$ cat src/design/pcrs_pkg.sv
// Shared constants and carriers for the program counter and return stack
package pcrs_pkg;

	////////////////////////////////////////////////////////////////////////
	// Widths
	localparam int PC_W       = 21;                  // Byte address width
	localparam int SP_W       = 5;                   // Stack pointer width
	localparam int INSTR_W    = 16;                  // Fetched instruction word
	localparam int ADR_W      = 8;                   // Wishbone byte address

	////////////////////////////////////////////////////////////////////////
	// Program counter constants
	localparam logic [PC_W-1:0] PC_RESET_VAL = 21'h000000; // Reset vector
	localparam logic [PC_W-1:0] VEC_HIGH     = 21'h000008; // High priority vector
	localparam logic [PC_W-1:0] VEC_LOW      = 21'h000018; // Low priority vector
	localparam logic [PC_W-1:0] PC_STEP      = 21'h000002; // Sequential advance
	localparam logic [PC_W-1:0] PROG_BYTES   = 21'h008000; // Implemented memory size

	////////////////////////////////////////////////////////////////////////
	// Stack constants
	localparam logic [SP_W-1:0] SP_RESET_VAL = 5'h00;  // Empty marker
	localparam logic [SP_W-1:0] SP_MAX       = 5'h1F;  // Last entry (31)
	localparam logic [SP_W-1:0] SP_ONE       = 5'h01;  // Pointer step
	localparam logic            ERR_RST_RESET_VAL = 1'b1; // Error reset on by default

	////////////////////////////////////////////////////////////////////////
	// Status byte field positions
	localparam int FULL_BIT = 7;                     // Full flag
	localparam int UNF_BIT  = 6;                     // Underflow flag

	////////////////////////////////////////////////////////////////////////
	// Register byte offsets
	localparam logic [ADR_W-1:0] OFS_STATUS   = 8'h00; // stack_pointer_status
	localparam logic [ADR_W-1:0] OFS_PC_LOW   = 8'h04; // pc_low_byte
	localparam logic [ADR_W-1:0] OFS_LATH     = 8'h08; // pc_high_holding_latch
	localparam logic [ADR_W-1:0] OFS_LATU     = 8'h0C; // pc_upper_holding_latch
	localparam logic [ADR_W-1:0] OFS_TOP_LOW  = 8'h10; // top_entry_low
	localparam logic [ADR_W-1:0] OFS_TOP_HIGH = 8'h14; // top_entry_high
	localparam logic [ADR_W-1:0] OFS_TOP_UP   = 8'h18; // top_entry_upper
	localparam logic [ADR_W-1:0] OFS_CONFIG   = 8'h1C; // stack_error_reset_enable
	localparam logic [ADR_W-1:0] OFS_PC_FULL  = 8'h20; // Whole counter, read only

	////////////////////////////////////////////////////////////////////////
	// Core command set
	typedef enum logic [2:0] {
		OP_NONE,     // Idle
		OP_STEP,     // Sequential fetch advance
		OP_JUMP,     // Goto or branch
		OP_CALL,     // Call or relative call
		OP_RETURN,   // Return, return with literal, return from interrupt
		OP_INT,      // Interrupt acknowledge
		OP_PUSH,     // Software push
		OP_POP       // Software pop
	} pcrs_op_type;

	typedef struct packed {
		pcrs_op_type     op;        // Operation
		logic            fast;      // Fast variant uses the shadow
		logic            vec_high;  // Interrupt picks the high vector
		logic [PC_W-1:0] target;    // Destination from the instruction
	} pcrs_cmd_type;

	typedef struct packed {
		logic [7:0] status;         // Status register
		logic [7:0] working;        // working_register
		logic [7:0] bank;           // bank_select_register
	} pcrs_shadow_type;

endpackage

$ cat src/design/pcrs_top.sv
// What this block does
// - Keep 21-bit byte program counter, 2-Mbyte space.
// - Fetch beyond implemented memory returns zero.
// - Reset to 0000h; interrupts vector 0008h/0018h.
// - Only low byte writable; upper via latches; whole counter readable.
// - Low byte write loads latches into counter.
// - Low byte read copies upper bytes to latches.
// - Bit zero fixed; advance by two.
// - Calls, gotos, branches load directly, skip latches.
// - Push on call/interrupt, pop on returns.
// - Stack is 31 by 21 bits, 5-bit pointer.
// - Push increments then writes; pop reads then decrements.
// - Reset zeroes pointer; zero means empty.
// - Three top-entry bytes access selected entry.
// - Software reads and writes pointer, zero to 31.
// - Error reset: 31st push stores, flags, resets.
// - No error reset: pointer stops at 31.
// - Empty pop loads zero, flags underflow.
// - Flags always set; reset only if enabled.
// - Status: full bit7, underflow bit6, pointer low.
// - Flags software clearable only, else power-on.
// - Software push stores counter; pop only decrements.
// - Interrupt loads shadow; fast return restores it.
// - Fast call saves shadow; fast return restores.
// - Counter acts on first quarter phase.
//
// The implementer's own choices: the address map and the Wishbone interface to the registers.
`timescale 1ns/1ps
`default_nettype none

module pcrs_top (
	input  wire logic                     CLOCK_IN,           // Core clock, 40 MHz
	input  wire logic                     RST_N_IN,           // Any device reset, sync, low
	input  wire logic                     POR_N_IN,           // Power-on reset, sync, low
	input  wire pcrs_pkg::pcrs_cmd_type   CMD_IN,             // Decoder command
	input  wire pcrs_pkg::pcrs_shadow_type SHADOW_IN,         // Live status, working, bank
	input  wire logic [15:0]              FETCH_DATA_IN,      // Program memory word
	input  wire logic                     WB_CYC_IN,          // Wishbone cycle
	input  wire logic                     WB_STB_IN,          // Wishbone strobe
	input  wire logic                     WB_WE_IN,           // Wishbone write enable
	input  wire logic [7:0]               WB_ADR_IN,          // Wishbone byte address
	input  wire logic [3:0]               WB_SEL_IN,          // Wishbone byte enables
	input  wire logic [31:0]              WB_DAT_IN,          // Wishbone write data
	output logic [31:0]                   WB_DAT_OUT,         // Wishbone read data
	output logic                          WB_ACK_OUT,         // Wishbone acknowledge
	output logic [20:0]                   PC_OUT,             // Fetch address
	output logic [15:0]                   INSTR_OUT,          // Fetched word, zero if absent
	output logic                          FIRST_QUARTER_OUT,  // First quarter phase marker
	output logic                          CMD_ACK_OUT,        // Command taken pulse
	output logic                          STACK_RESET_OUT,    // Stack error reset request
	output pcrs_pkg::pcrs_shadow_type     SHADOW_OUT,         // Shadow contents
	output logic                          SHADOW_RESTORE_OUT  // Restore shadow pulse
);
	import pcrs_pkg::*;

	////////////////////////////////////////////////////////////////////////
	// State
	logic [1:0]      phase_reg;          // Quarter phase counter
	logic            q1_reg;             // High during first_quarter_phase

	// Counter and latches
	logic [PC_W-1:0] pc_reg;             // Program counter
	logic [PC_W-1:0] pc_next;            // Next program counter
	logic [7:0]      lath_reg;           // pc_high_holding_latch
	logic [7:0]      lath_next;          // Next high latch
	logic [4:0]      latu_reg;           // pc_upper_holding_latch
	logic [4:0]      latu_next;          // Next upper latch

	// Pointer, flags, option
	logic [SP_W-1:0] sp_reg;             // pointer_value
	logic [SP_W-1:0] sp_next;            // Next pointer
	logic            full_reg;           // stack_full_flag
	logic            unf_reg;            // stack_underflow_flag
	logic            cfg_reg;            // stack_error_reset_enable
	logic            cfg_next;           // Next enable

	// Flag strobes
	logic            full_set;           // Hardware sets full
	logic            full_clr;           // Software clears full
	logic            unf_set;            // Hardware sets underflow
	logic            unf_clr;            // Software clears underflow

	// One cycle requests
	logic            err_next;           // Stack error reset request
	logic            restore_next;       // Shadow restore request

	// Shadow and stack
	logic            shadow_load;        // Shadow capture enable
	pcrs_shadow_type shadow_reg;         // One-level shadow
	logic [PC_W-1:0] stack_mem [1:31];   // Return stack storage
	logic            mem_we;             // Stack write strobe
	logic [SP_W-1:0] mem_addr;           // Stack write index
	logic [PC_W-1:0] mem_wdata;          // Stack write data

	// Bus and pulses
	logic            ack_reg;            // Bus acknowledge
	logic [31:0]     rdata_reg;          // Bus read data
	logic [31:0]     rdata_next;         // Bus read mux
	logic            cmd_ack_reg;        // Command taken
	logic [15:0]     instr_reg;          // Fetched word
	logic            err_reg;            // Error reset pulse
	logic            restore_reg;        // Restore pulse

	////////////////////////////////////////////////////////////////////////
	// Decode wires
	wire logic            first_quarter_phase = q1_reg;                       // Command slot
	wire logic            cmd_take  = first_quarter_phase && (CMD_IN.op != OP_NONE);
	// Bus is kept out of the command slot so the two never fight over the stack port
	wire logic            bus_req   = WB_CYC_IN && WB_STB_IN && !ack_reg && !first_quarter_phase;
	wire logic            bus_wr    = bus_req && WB_WE_IN && WB_SEL_IN[0];    // Low lane write
	wire logic            bus_rd    = bus_req && !WB_WE_IN;                   // Read access

	// Register selects
	wire logic            sel_stat  = (WB_ADR_IN == OFS_STATUS);              // Status select
	wire logic            sel_pcl   = (WB_ADR_IN == OFS_PC_LOW);              // Low byte select
	wire logic            sel_lath  = (WB_ADR_IN == OFS_LATH);                // High latch select
	wire logic            sel_latu  = (WB_ADR_IN == OFS_LATU);                // Upper latch select
	wire logic            sel_tl    = (WB_ADR_IN == OFS_TOP_LOW);             // Top low select
	wire logic            sel_th    = (WB_ADR_IN == OFS_TOP_HIGH);            // Top high select
	wire logic            sel_tu    = (WB_ADR_IN == OFS_TOP_UP);              // Top upper select
	wire logic            sel_cfg   = (WB_ADR_IN == OFS_CONFIG);              // Config select
	wire logic            sel_pcf   = (WB_ADR_IN == OFS_PC_FULL);             // Whole counter

	// Pointer math wraps at 5 bits
	wire logic            sp_empty  = (sp_reg == SP_RESET_VAL);
	wire logic            sp_full   = (sp_reg == SP_MAX);
	wire logic [SP_W-1:0] sp_inc    = sp_reg + SP_ONE;                        // Pointer plus one
	wire logic [SP_W-1:0] sp_dec    = sp_reg - SP_ONE;                        // Pointer minus one
	wire logic [PC_W-1:0] top_entry = sp_empty ? '0 : stack_mem[sp_reg];

	// Counter math
	wire logic [PC_W-1:0] pc_inc    = pc_reg + PC_STEP;
	wire logic [PC_W-1:0] vector    = CMD_IN.vec_high ? VEC_HIGH : VEC_LOW;
	// Word is for the live counter; INSTR_OUT lags a clock
	wire logic            in_memory = (pc_reg < PROG_BYTES);
	wire logic [7:0]      wbyte     = WB_DAT_IN[7:0];                         // Written byte
	wire logic [7:0]      status_byte = {full_reg, unf_reg, 1'b0, sp_reg};

	////////////////////////////////////////////////////////////////////////
	// Read data mux, reserved bits and unmapped offsets read zero
	always_comb begin
		// Unselected lanes read zero
		rdata_next = 32'h00000000;
		if (sel_stat) begin
			rdata_next[7:0] = status_byte;
		end else if (sel_pcl) begin
			rdata_next[7:0] = pc_reg[7:0];
		end else if (sel_lath) begin
			rdata_next[7:0] = lath_reg;                    // Latch readback
		end else if (sel_latu) begin
			rdata_next[4:0] = latu_reg;                    // Latch readback
		end else if (sel_tl) begin
			rdata_next[7:0] = top_entry[7:0];
		end else if (sel_th) begin
			rdata_next[7:0] = top_entry[15:8];
		end else if (sel_tu) begin
			rdata_next[4:0] = top_entry[20:16];
		end else if (sel_cfg) begin
			rdata_next[0] = cfg_reg;                       // Enable readback
		end else if (sel_pcf) begin
			rdata_next[PC_W-1:0] = pc_reg;                 // Whole counter
		end
	end

	////////////////////////////////////////////////////////////////////////
	// Next state for counter, pointer, flags and stack port
	always_comb begin
		pc_next      = pc_reg;
		lath_next    = lath_reg;
		latu_next    = latu_reg;
		sp_next      = sp_reg;
		cfg_next     = cfg_reg;
		full_set     = 1'b0;
		full_clr     = 1'b0;
		unf_set      = 1'b0;
		unf_clr      = 1'b0;
		err_next     = 1'b0;
		restore_next = 1'b0;
		shadow_load  = 1'b0;

		// Stack port idles
		mem_we       = 1'b0;
		mem_addr     = sp_reg;
		mem_wdata    = pc_reg;
		if (cmd_take) begin
			case (CMD_IN.op)
				// Sequential fetch
				OP_STEP: begin
					pc_next = pc_inc;
				end
				// Direct load, holding latches untouched
				OP_JUMP: begin
					pc_next = {CMD_IN.target[20:1], 1'b0};
				end
				// Every push flavour shares the overflow handling
				OP_CALL, OP_INT, OP_PUSH: begin
					if (!sp_full) begin
						mem_we    = 1'b1;
						mem_addr  = sp_inc;
						mem_wdata = pc_reg;
						sp_next   = sp_inc;
						if (sp_inc == SP_MAX) begin
							full_set = 1'b1;
							if (cfg_reg) begin
								sp_next  = SP_RESET_VAL;
								err_next = 1'b1;
							end
						end
					end else begin
						full_set = 1'b1;
					end

					// Destination per flavour
					if (CMD_IN.op == OP_CALL) begin
						pc_next     = {CMD_IN.target[20:1], 1'b0};
						shadow_load = CMD_IN.fast;
					end else if (CMD_IN.op == OP_INT) begin
						pc_next     = vector;
						shadow_load = 1'b1;
					end
				end
				// Return flavours pull the counter back
				OP_RETURN: begin
					restore_next = CMD_IN.fast;
					if (sp_empty) begin
						pc_next  = PC_RESET_VAL;
						unf_set  = 1'b1;
						err_next = cfg_reg;
					end else begin
						pc_next = {top_entry[20:1], 1'b0};
						sp_next = sp_dec;
					end
				end
				// Software pop only drops the top entry
				OP_POP: begin
					if (sp_empty) begin
						unf_set  = 1'b1;
						err_next = cfg_reg;
					end else begin
						sp_next = sp_dec;
					end
				end
				default: begin
				end
			endcase
		end else if (bus_wr) begin
			// Software writes, slot excluded
			if (sel_stat) begin
				sp_next  = wbyte[4:0];
				full_clr = !wbyte[FULL_BIT];
				unf_clr  = !wbyte[UNF_BIT];
			end else if (sel_pcl) begin
				pc_next = {latu_reg, lath_reg, wbyte[7:1], 1'b0};
			end else if (sel_lath) begin
				lath_next = wbyte;
			end else if (sel_latu) begin
				latu_next = wbyte[4:0];
			end else if (sel_cfg) begin
				cfg_next = wbyte[0];                               // Option bit
			end else if (!sp_empty && (sel_tl || sel_th || sel_tu)) begin
				mem_we    = 1'b1;
				mem_wdata = top_entry;
				if (sel_tl) begin
					mem_wdata[7:0] = wbyte;
				end else if (sel_th) begin
					mem_wdata[15:8] = wbyte;
				end else begin
					mem_wdata[20:16] = wbyte[4:0];
				end
			end
		end else if (bus_rd && sel_pcl) begin
			// Snapshot upper bytes
			lath_next = pc_reg[15:8];
			latu_next = pc_reg[20:16];
		end
	end

	////////////////////////////////////////////////////////////////////////
	// Quarter phase divider, clock divided by four
	always_ff @(posedge CLOCK_IN) begin
		if (!RST_N_IN || !POR_N_IN) begin
			phase_reg <= 2'h0;
			q1_reg    <= 1'b1;
		end else begin
			// Slot rises as count wraps
			phase_reg <= phase_reg + 2'h1;
			q1_reg    <= (phase_reg == 2'h3);
		end
	end

	////////////////////////////////////////////////////////////////////////
	// Counter, latches and pointer follow every device reset
	always_ff @(posedge CLOCK_IN) begin
		if (!RST_N_IN || !POR_N_IN) begin
			pc_reg   <= PC_RESET_VAL;
			lath_reg <= 8'h00;
			latu_reg <= 5'h00;
			sp_reg   <= SP_RESET_VAL;
		end else begin
			pc_reg   <= pc_next;
			lath_reg <= lath_next;
			latu_reg <= latu_next;
			sp_reg   <= sp_next;
		end
	end

	////////////////////////////////////////////////////////////////////////
	// Flags and option survive all but power-on; set beats clear
	always_ff @(posedge CLOCK_IN) begin
		if (!POR_N_IN) begin
			full_reg <= 1'b0;
			unf_reg  <= 1'b0;
			cfg_reg  <= ERR_RST_RESET_VAL;
		end else begin
			// Set beats a same-cycle clear
			full_reg <= full_set || (full_reg && !full_clr);
			unf_reg  <= unf_set || (unf_reg && !unf_clr);
			cfg_reg  <= cfg_next;
		end
	end

	////////////////////////////////////////////////////////////////////////
	// Stack storage, no reset so it maps onto plain RAM
	always_ff @(posedge CLOCK_IN) begin
		// Index zero has no storage
		if (mem_we && (mem_addr != SP_RESET_VAL)) begin
			stack_mem[mem_addr] <= mem_wdata;
		end
	end

	////////////////////////////////////////////////////////////////////////
	// Shadow registers, contents undefined until first capture
	always_ff @(posedge CLOCK_IN) begin
		if (shadow_load) begin
			shadow_reg <= SHADOW_IN;
		end
	end

	////////////////////////////////////////////////////////////////////////
	// Bus answer, fetch word and pulses
	always_ff @(posedge CLOCK_IN) begin
		if (!RST_N_IN || !POR_N_IN) begin
			ack_reg     <= 1'b0;
			rdata_reg   <= 32'h00000000;
			cmd_ack_reg <= 1'b0;
			instr_reg   <= 16'h0000;
			err_reg     <= 1'b0;
			restore_reg <= 1'b0;
		end else begin
			// Ack falls as bus_req needs it low
			ack_reg     <= bus_req;
			rdata_reg   <= bus_rd ? rdata_next : 32'h00000000;
			cmd_ack_reg <= cmd_take;
			instr_reg   <= in_memory ? FETCH_DATA_IN : 16'h0000;
			err_reg     <= err_next;
			restore_reg <= restore_next;
		end
	end

	////////////////////////////////////////////////////////////////////////
	// Outputs
	// All pins come from flops
	assign WB_ACK_OUT         = ack_reg;
	assign WB_DAT_OUT         = rdata_reg;
	assign PC_OUT             = pc_reg;
	assign INSTR_OUT          = instr_reg;
	assign FIRST_QUARTER_OUT  = q1_reg;
	assign CMD_ACK_OUT        = cmd_ack_reg;
	assign STACK_RESET_OUT    = err_reg;
	assign SHADOW_OUT         = shadow_reg;
	assign SHADOW_RESTORE_OUT = restore_reg;

endmodule

`default_nettype wire

$ cat config.mk
export PLATFORM = sky130hd
export DESIGN_NAME = pcrs_top
export DESIGN_NICKNAME = d
export VERILOG_FILES = /design/src/design/pcrs_pkg.sv /design/src/design/pcrs_top.sv
export SDC_FILE = /design/constraint.sdc
export NUM_CORES = 1
export LEC_CHECK = 0
export ABC_AREA = 1
export BUFFER_PORTS_ARGS = -buffer_cell sky130_fd_sc_hd__buf_2
export CAP_MARGIN = 15
export CELL_PAD_IN_SITES_DETAIL_PLACEMENT = 1
export CELL_PAD_IN_SITES_GLOBAL_PLACEMENT = 1
export CORE_MARGIN = 1
export CORE_UTILIZATION = 30
export CTS_BUF_LIST = sky130_fd_sc_hd__clkbuf_16
export DETAILED_ROUTE_END_ITERATION = 16
export PLACE_DENSITY_LB_ADDON = 0.12
export SKIP_LAST_GASP = 1
export SYNTH_ARGS = -nofsm -noshare
export SYNTH_HDL_FRONTEND = slang
export SYNTH_SLANG_ARGS = --single-unit
$ cat constraint.sdc
create_clock -name CLOCK_IN -period 5.4 [get_ports CLOCK_IN]
set_input_delay 1.62 -clock CLOCK_IN [delete_from_list [all_inputs] [get_ports CLOCK_IN]]
set_output_delay 1.62 -clock CLOCK_IN [all_outputs]
set_load 0.02 [all_outputs]
Yosys cells after proc, flatten, opt, wreduce, memory -nomap -nowiden. Memory sizes are Yosys's and may differ from the RTL's. A register that Yosys moved wholly into a read port is not among the register bits. Index checks and enable logic that the tools add are counted.

Register bits: 121. Latch bits: 0. Bits in writable memories: 651. Bits in read-only memories: 0. Bits of input ports: 116. Output and inout port bits: 98. Memories: 1.

Memories: stack_mem (words 31, bits a word 21, rd ports 1, clocked after memory_dff 1, wr ports 1, RTL line pcrs_top.sv:90) `logic [PC_W-1:0] stack_mem [1:31];`.

Add/sub/neg operators: 4. $mul: 0. Divide/modulo/power cells: 0. $lt $le $gt $ge: 1. Equality and inequality tests: 29. Shifts and indexed selects: 0. Muxes and demuxes: 102. Bitwise operators: 8. Reduce and logical (&&, ||, !) cells: 48.

Operators by type and width (number): 2-to-1 mux 21 bit (18); 2-to-1 mux 20 bit (8); 2-to-1 mux 5 bit (22); 2-to-1 mux 8 bit (12); case mux 21 bit (4 select lines) (1); 2-to-1 mux 13 bit (3); 2-to-1 mux 1 bit (34); equality test 8 x 5 -> 1 bit (second input constant) (4); 2-to-1 mux 16 bit (2); adder 21 x 2 -> 21 bit (second input constant) (1); less-than comparator 21 x 16 -> 1 bit (second input constant) (1); equality test 8 x 4 -> 1 bit (second input constant) (2); AND reduction 5 bit (3); equality test 3 bit (second input constant) (4); logical AND 1 bit (12); equality test 5 bit (second input constant) (2); zero test 1 bit (10); case mux 5 bit (2 select lines) (1); OR reduction 3 bit (3); OR reduction 9 bit (1); equality test 8 x 3 -> 1 bit (second input constant) (1); equality test 8 x 6 -> 1 bit (second input constant) (1); zero test 8 bit (1); inequality test 2 bit (second input constant) (4); other kinds (21) (41).

Depth between registers and ports, before layout.
Depth after elaboration: 18. Mapped depth: 15. Depth with buffers taken out: 14.

Least setup slack after synthesis. Ideal clock, no wire load.

Kind: input port to flip-flop. Start point: in CMD_IN[25] (netlist name). End point: mem stack_mem[28][0], enable pin. Arrival time: 4.383 ns. Path slack: 0.587 ns. Stages on the path: 9. Path buffers: 1. Path through: buf_4 > nand2_1 > o211ai_2 > nand2_4 > nor2_4 > inv_4 > o21ai_4 > nand3_1 > nor3b_1.

Longest elaborated chain between the ends: 8. Elaborated cells on any way between the ends: 14. Classes of those cells: eq/ne (3); mux (6); reduce/logical (5).

RTL lines: start, declared (RTL line pcrs_top.sv:35) `input wire pcrs_pkg::pcrs_cmd_type CMD_IN,`; equality test 3 x 2 -> 1 bit / equality test 3 bit (equally long branches) (RTL line pcrs_top.sv:186) `case (CMD_IN.op)`; OR reduction 3 bit (RTL line pcrs_top.sv:186); 2-to-1 mux 5 bit (RTL line pcrs_top.sv:186); 2-to-1 mux 5 bit (RTL line pcrs_top.sv:185) `if (cmd_take) begin`; nonzero test 5 bit (RTL line pcrs_top.sv:326) `if (mem_we && (mem_addr != SP_RESET_VAL)) begin`; logical AND 1 bit (RTL line pcrs_top.sv:326); 2-to-1 mux 1 bit (RTL line pcrs_top.sv:326); 2-to-1 mux 1 bit (not written as such) (RTL line pcrs_top.sv:327) `stack_mem[mem_addr] <= mem_wdata;`; end, declared (RTL line pcrs_top.sv:90).

Parallel ways exist; a longest one is shown, timed or not.

Worst setup path after layout.
Start point: in WB_ADR_IN[1]. End point: mem stack_mem[3][19], enable pin.

Longest elaborated chain between the ends: 15. Elaborated cells on any way between the ends: 22. Classes of those cells: eq/ne (7); mux (10); reduce/logical (5).

RTL lines: start, declared (RTL line pcrs_top.sv:41) `input wire logic [7:0] WB_ADR_IN,`; equality test 8 x 5 -> 1 bit (on tied branches) (RTL line pcrs_top.sv:118, pcrs_top.sv:119); logical OR 1 bit (2 in a row) (RTL line pcrs_top.sv:260) `end else if (!sp_empty && (sel_tl || sel_th || sel_tu)) begin`; logical AND 1 bit (RTL line pcrs_top.sv:260); 2-to-1 mux 1 bit (RTL line pcrs_top.sv:260); 2-to-1 mux 1 bit (RTL line pcrs_top.sv:258) `end else if (sel_cfg) begin`; 2-to-1 mux 1 bit (RTL line pcrs_top.sv:256) `end else if (sel_latu) begin`; 2-to-1 mux 1 bit (RTL line pcrs_top.sv:254) `end else if (sel_lath) begin`; 2-to-1 mux 1 bit (RTL line pcrs_top.sv:252) `end else if (sel_pcl) begin`; 2-to-1 mux 1 bit * (RTL line pcrs_top.sv:248) `if (sel_stat) begin`; 2-to-1 mux 1 bit * (RTL line pcrs_top.sv:246) `end else if (bus_wr) begin`; 2-to-1 mux 1 bit * (RTL line pcrs_top.sv:185); logical AND 1 bit * (RTL line pcrs_top.sv:326); 2-to-1 mux 1 bit * (RTL line pcrs_top.sv:326); 2-to-1 mux 1 bit (not written as such) * (RTL line pcrs_top.sv:327).

Mark *: on every way between the ends. The rest lies on a longest branch, timed or not.

==> impl_metrics.tcl <==
set metrics [dict create \
    critPathMaxFanout 18 \
    cts-htree-levels 3 \
    async_flop_share 0 \
    hold_end "phase_reg[0]" \
    yosysMostFrequentCell "nand2_1" \
    cts_root_buf "clkbuf_16" \
    placed_area_um2 35800 \
    post_cts_resized 0 \
    crit_chain "buf_2 > nor2_4 > nand2_2 > nor2_1 > inv_1 > nor2_1 > nor2_2 > nor2_4 > nand4_4 > nand2_2 > nand2_1 > nor2_2 > buf_4" \
    std_cell_rows 120 \
    clock_power_share 0.444 \
    antenna_found_initial 1 \
    syn_area_per_cell_um2 10.8 \
    cts.hold.buffers_added 0 \
    initial_core_util 0.304 \
    clock_latency_ps 690 \
    finalCritPeriodShare 0.754 \
    fp.coreArea_um2 108000 \
    gp_congestion 0.865 \
    critPathMaxStageDelay_ps 500 \
    ff2ff_setup_slack_ps 1840 \
    seqPwrFrac 0.487 \
    cp_slowest_cell "nor2_1" \
    syn_area_um2 32700 \
    yosys.area.top_type_share 0.620 \
    synth_cell_types 59 \
    power.switching_uw 3280 \
    max-cap-violations 0 \
    tightest_slew_ps 1060 \
    arrival_ps 4430 \
    boundaryPins 214 \
    gr-usage-all-layers 0.202 \
    path_class "primary input to flop" \
    stdcell_area_um2 38700 \
    p_leak_uw 0.0141 \
    power_density_nw_per_um2 347 \
    clockBufferDepth 3 \
    wl_per_cell_um 23.9 \
    timing.hold.ws_ps 416 \
    hp-start "phase_reg[0]" \
    status "completed" \
    clkSinkCount 765 \
    slew_viol_final 0 \
    setup_tns_ps 0 \
    combPwrFrac 0.070 \
    drt_pass1_iterations 5 \
    max_freq_mhz 246 \
    drive_above_1_share 0.159 \
    relSlewSlack 0.291 \
    die-area_um2 110000 \
    antenna_left 0 \
    dp_hpwl_mm 69.6 \
    required_ps 5750 \
    path_delay_family "simple AND/OR/NAND/NOR gates" \
    ys_seq_area_frac 0.675 \
    reg2regPathDepth 12 \
    min_path_type "flop to flop" \
    vias 23700 \
    fin_util 0.360 \
    fin_crit_ps 4070 \
    startpoint_type "primary input" \
    grt_max_degree 143 \
    synth-main-ff-cell "edfxtp_1" \
    synth-seq-cells 765 \
    reg2reg_to "stack_mem[31][6]" \
    area_delta_synth_final_pct 18.3 \
    overflow 0 \
    report.final.hold_viol_count 0 \
    numPortBuffers 173 \
    drc 0 \
    finalSetupViolCount 0 \
    syn_inst 3027 \
    grt_pass1_wl_mm 166 \
    rsz0062_at_grt "no" \
    grt_pass1_vias 24600 \
    clk_pin_slew_ps 60 \
    critical_path.endpoint_type "flop" \
    p_int_uw 10100 \
    fin_skew_ps 30.9 \
    yosysWarnings 0 \
    largest_reg_flops 651 \
    viasPerCell 5.05 \
    die_w_um 332 \
    regMostFlops "stack_mem" \
    drt_iter0_markers 1610 \
    fp.dieH_um 332 \
    ir_drop_uv 245 \
    crit_buf_inv 3 \
    cts_buffers 91 \
    post-cts-setup-buffers 0 \
    min_path_cells 1 \
    switching_share 0.245 \
    cts_tree "done" \
    synth.largest_area_cell "edfxtp_1" \
    wl_mm 112 \
    ys_top_cells_by_count "nand2_1 (730), edfxtp_1 (675), nand3_1 (455)" \
    layout.nets 3339 \
    synth.area.top_cells "edfxtp_1 (62%), nand2_1 (8.4%), nand3_1 (7.0%)" \
    synth_edf_count 675 \
]
[power by group through the flow]
stage	combinational [uW]	sequential (uW)	clock [uW]
2_1_floorplan	538	6650	0
3_3_place_gp	923	6650	0
3_5_place_dp	947	6650	0
4_1_cts	950	6530	6120
5_1_grt	1020	6530	6330
6_report	938	6530	5950
[logic make-up after synthesis]
| kind of cell | Yosys count | share of synthesized area |
|---|---|---|
| other | 1 | 0.000115 |
| DFF | 765 | 0.675 |
| adders and majority gates | 8 | 0.00306 |
| and+or+nand+nor | 1543 | 0.207 |
| AOI/OAI and AO/OA | 350 | 0.0630 |
| xor gates and xnor gates | 12 | 0.00345 |
| buffers and inverters | 348 | 0.0475 |
[routing by layer]
layer  GRT usage  vias up  share of wire
met1       0.269    12100           0.45
met5           0        -              0
li1            -    11000              -
met4      0.0510        0          0.022
met3      0.0280      135          0.040
met2       0.345      465           0.49
[cells in the final DEF (no fill, tap or decap), drive strengths merged, types with 5 or more instances in the layout]
cell type / netlist / layout
nand2: 741 / 741
edfxtp: 675 / 675
nand3: 460 / 460
buf: 129 / 269
nor2: 247 / 247
inv: 161 / 181
o21ai: 173 / 173
clkbuf: 56 / 91
dfxtp: 90 / 90
a21oi: 78 / 78
nand4: 55 / 55
clkinv: 2 / 49
o211ai: 32 / 32
nor3: 27 / 27
o221ai: 16 / 16
a31oi: 14 / 14
conb: 1 / 12
a22oi: 11 / 11
or2: 10 / 10
xor2: 10 / 10
ha: 8 / 8
a311oi: 7 / 7
bufinv: 0 / 7
o22ai: 5 / 5
[stage by stage]
stage	worst slack, ps	cells	power [uW]
global route	1230	4693	13900
global placement	721	4524	7570
detailed placement	670	4524	7600
floorplan	587	3038	7190
finish	1330	4694	13400
CTS	1410	4692	13600
[worst max path at each step]
stage,start,to,depth (start not counted)
after floorplan,CMD_IN[25],stack_mem[28][0],9
after global placement,WB_ADR_IN[1],stack_mem[1][11],15
after detailed placement,WB_ADR_IN[1],stack_mem[3][11],15
after CTS,WB_ADR_IN[1],stack_mem[3][19],15
after global routing,WB_ADR_IN[1],stack_mem[14][6],13
final,WB_ADR_IN[1],stack_mem[3][19],13
[worst reg2reg max path, cell delays in order (launching register included)]
cell and delay (ps):
dfxtp_4 510, inv_8 480, buf_12 440, nand2_1 190
nand3_1 80, nand3_1 80, nand2_1 70, nand2_1 90
nand3_1 300, nand3_1 180, a21oi_1 170, o21ai_0 170
o21ai_4 400
[area by class of cell]
type                       instances  area, um2
timing repair buffer             269       1980
fill                           11800      68800
antenna                            1       2.50
sequential                       765      22100
tap                             1403       1760
multi-input combinational       1925       9320
clock inverter                    77        608
inverter                         163        629
clock buffer                      91       2280
Power figures use the tool's default switching activity.
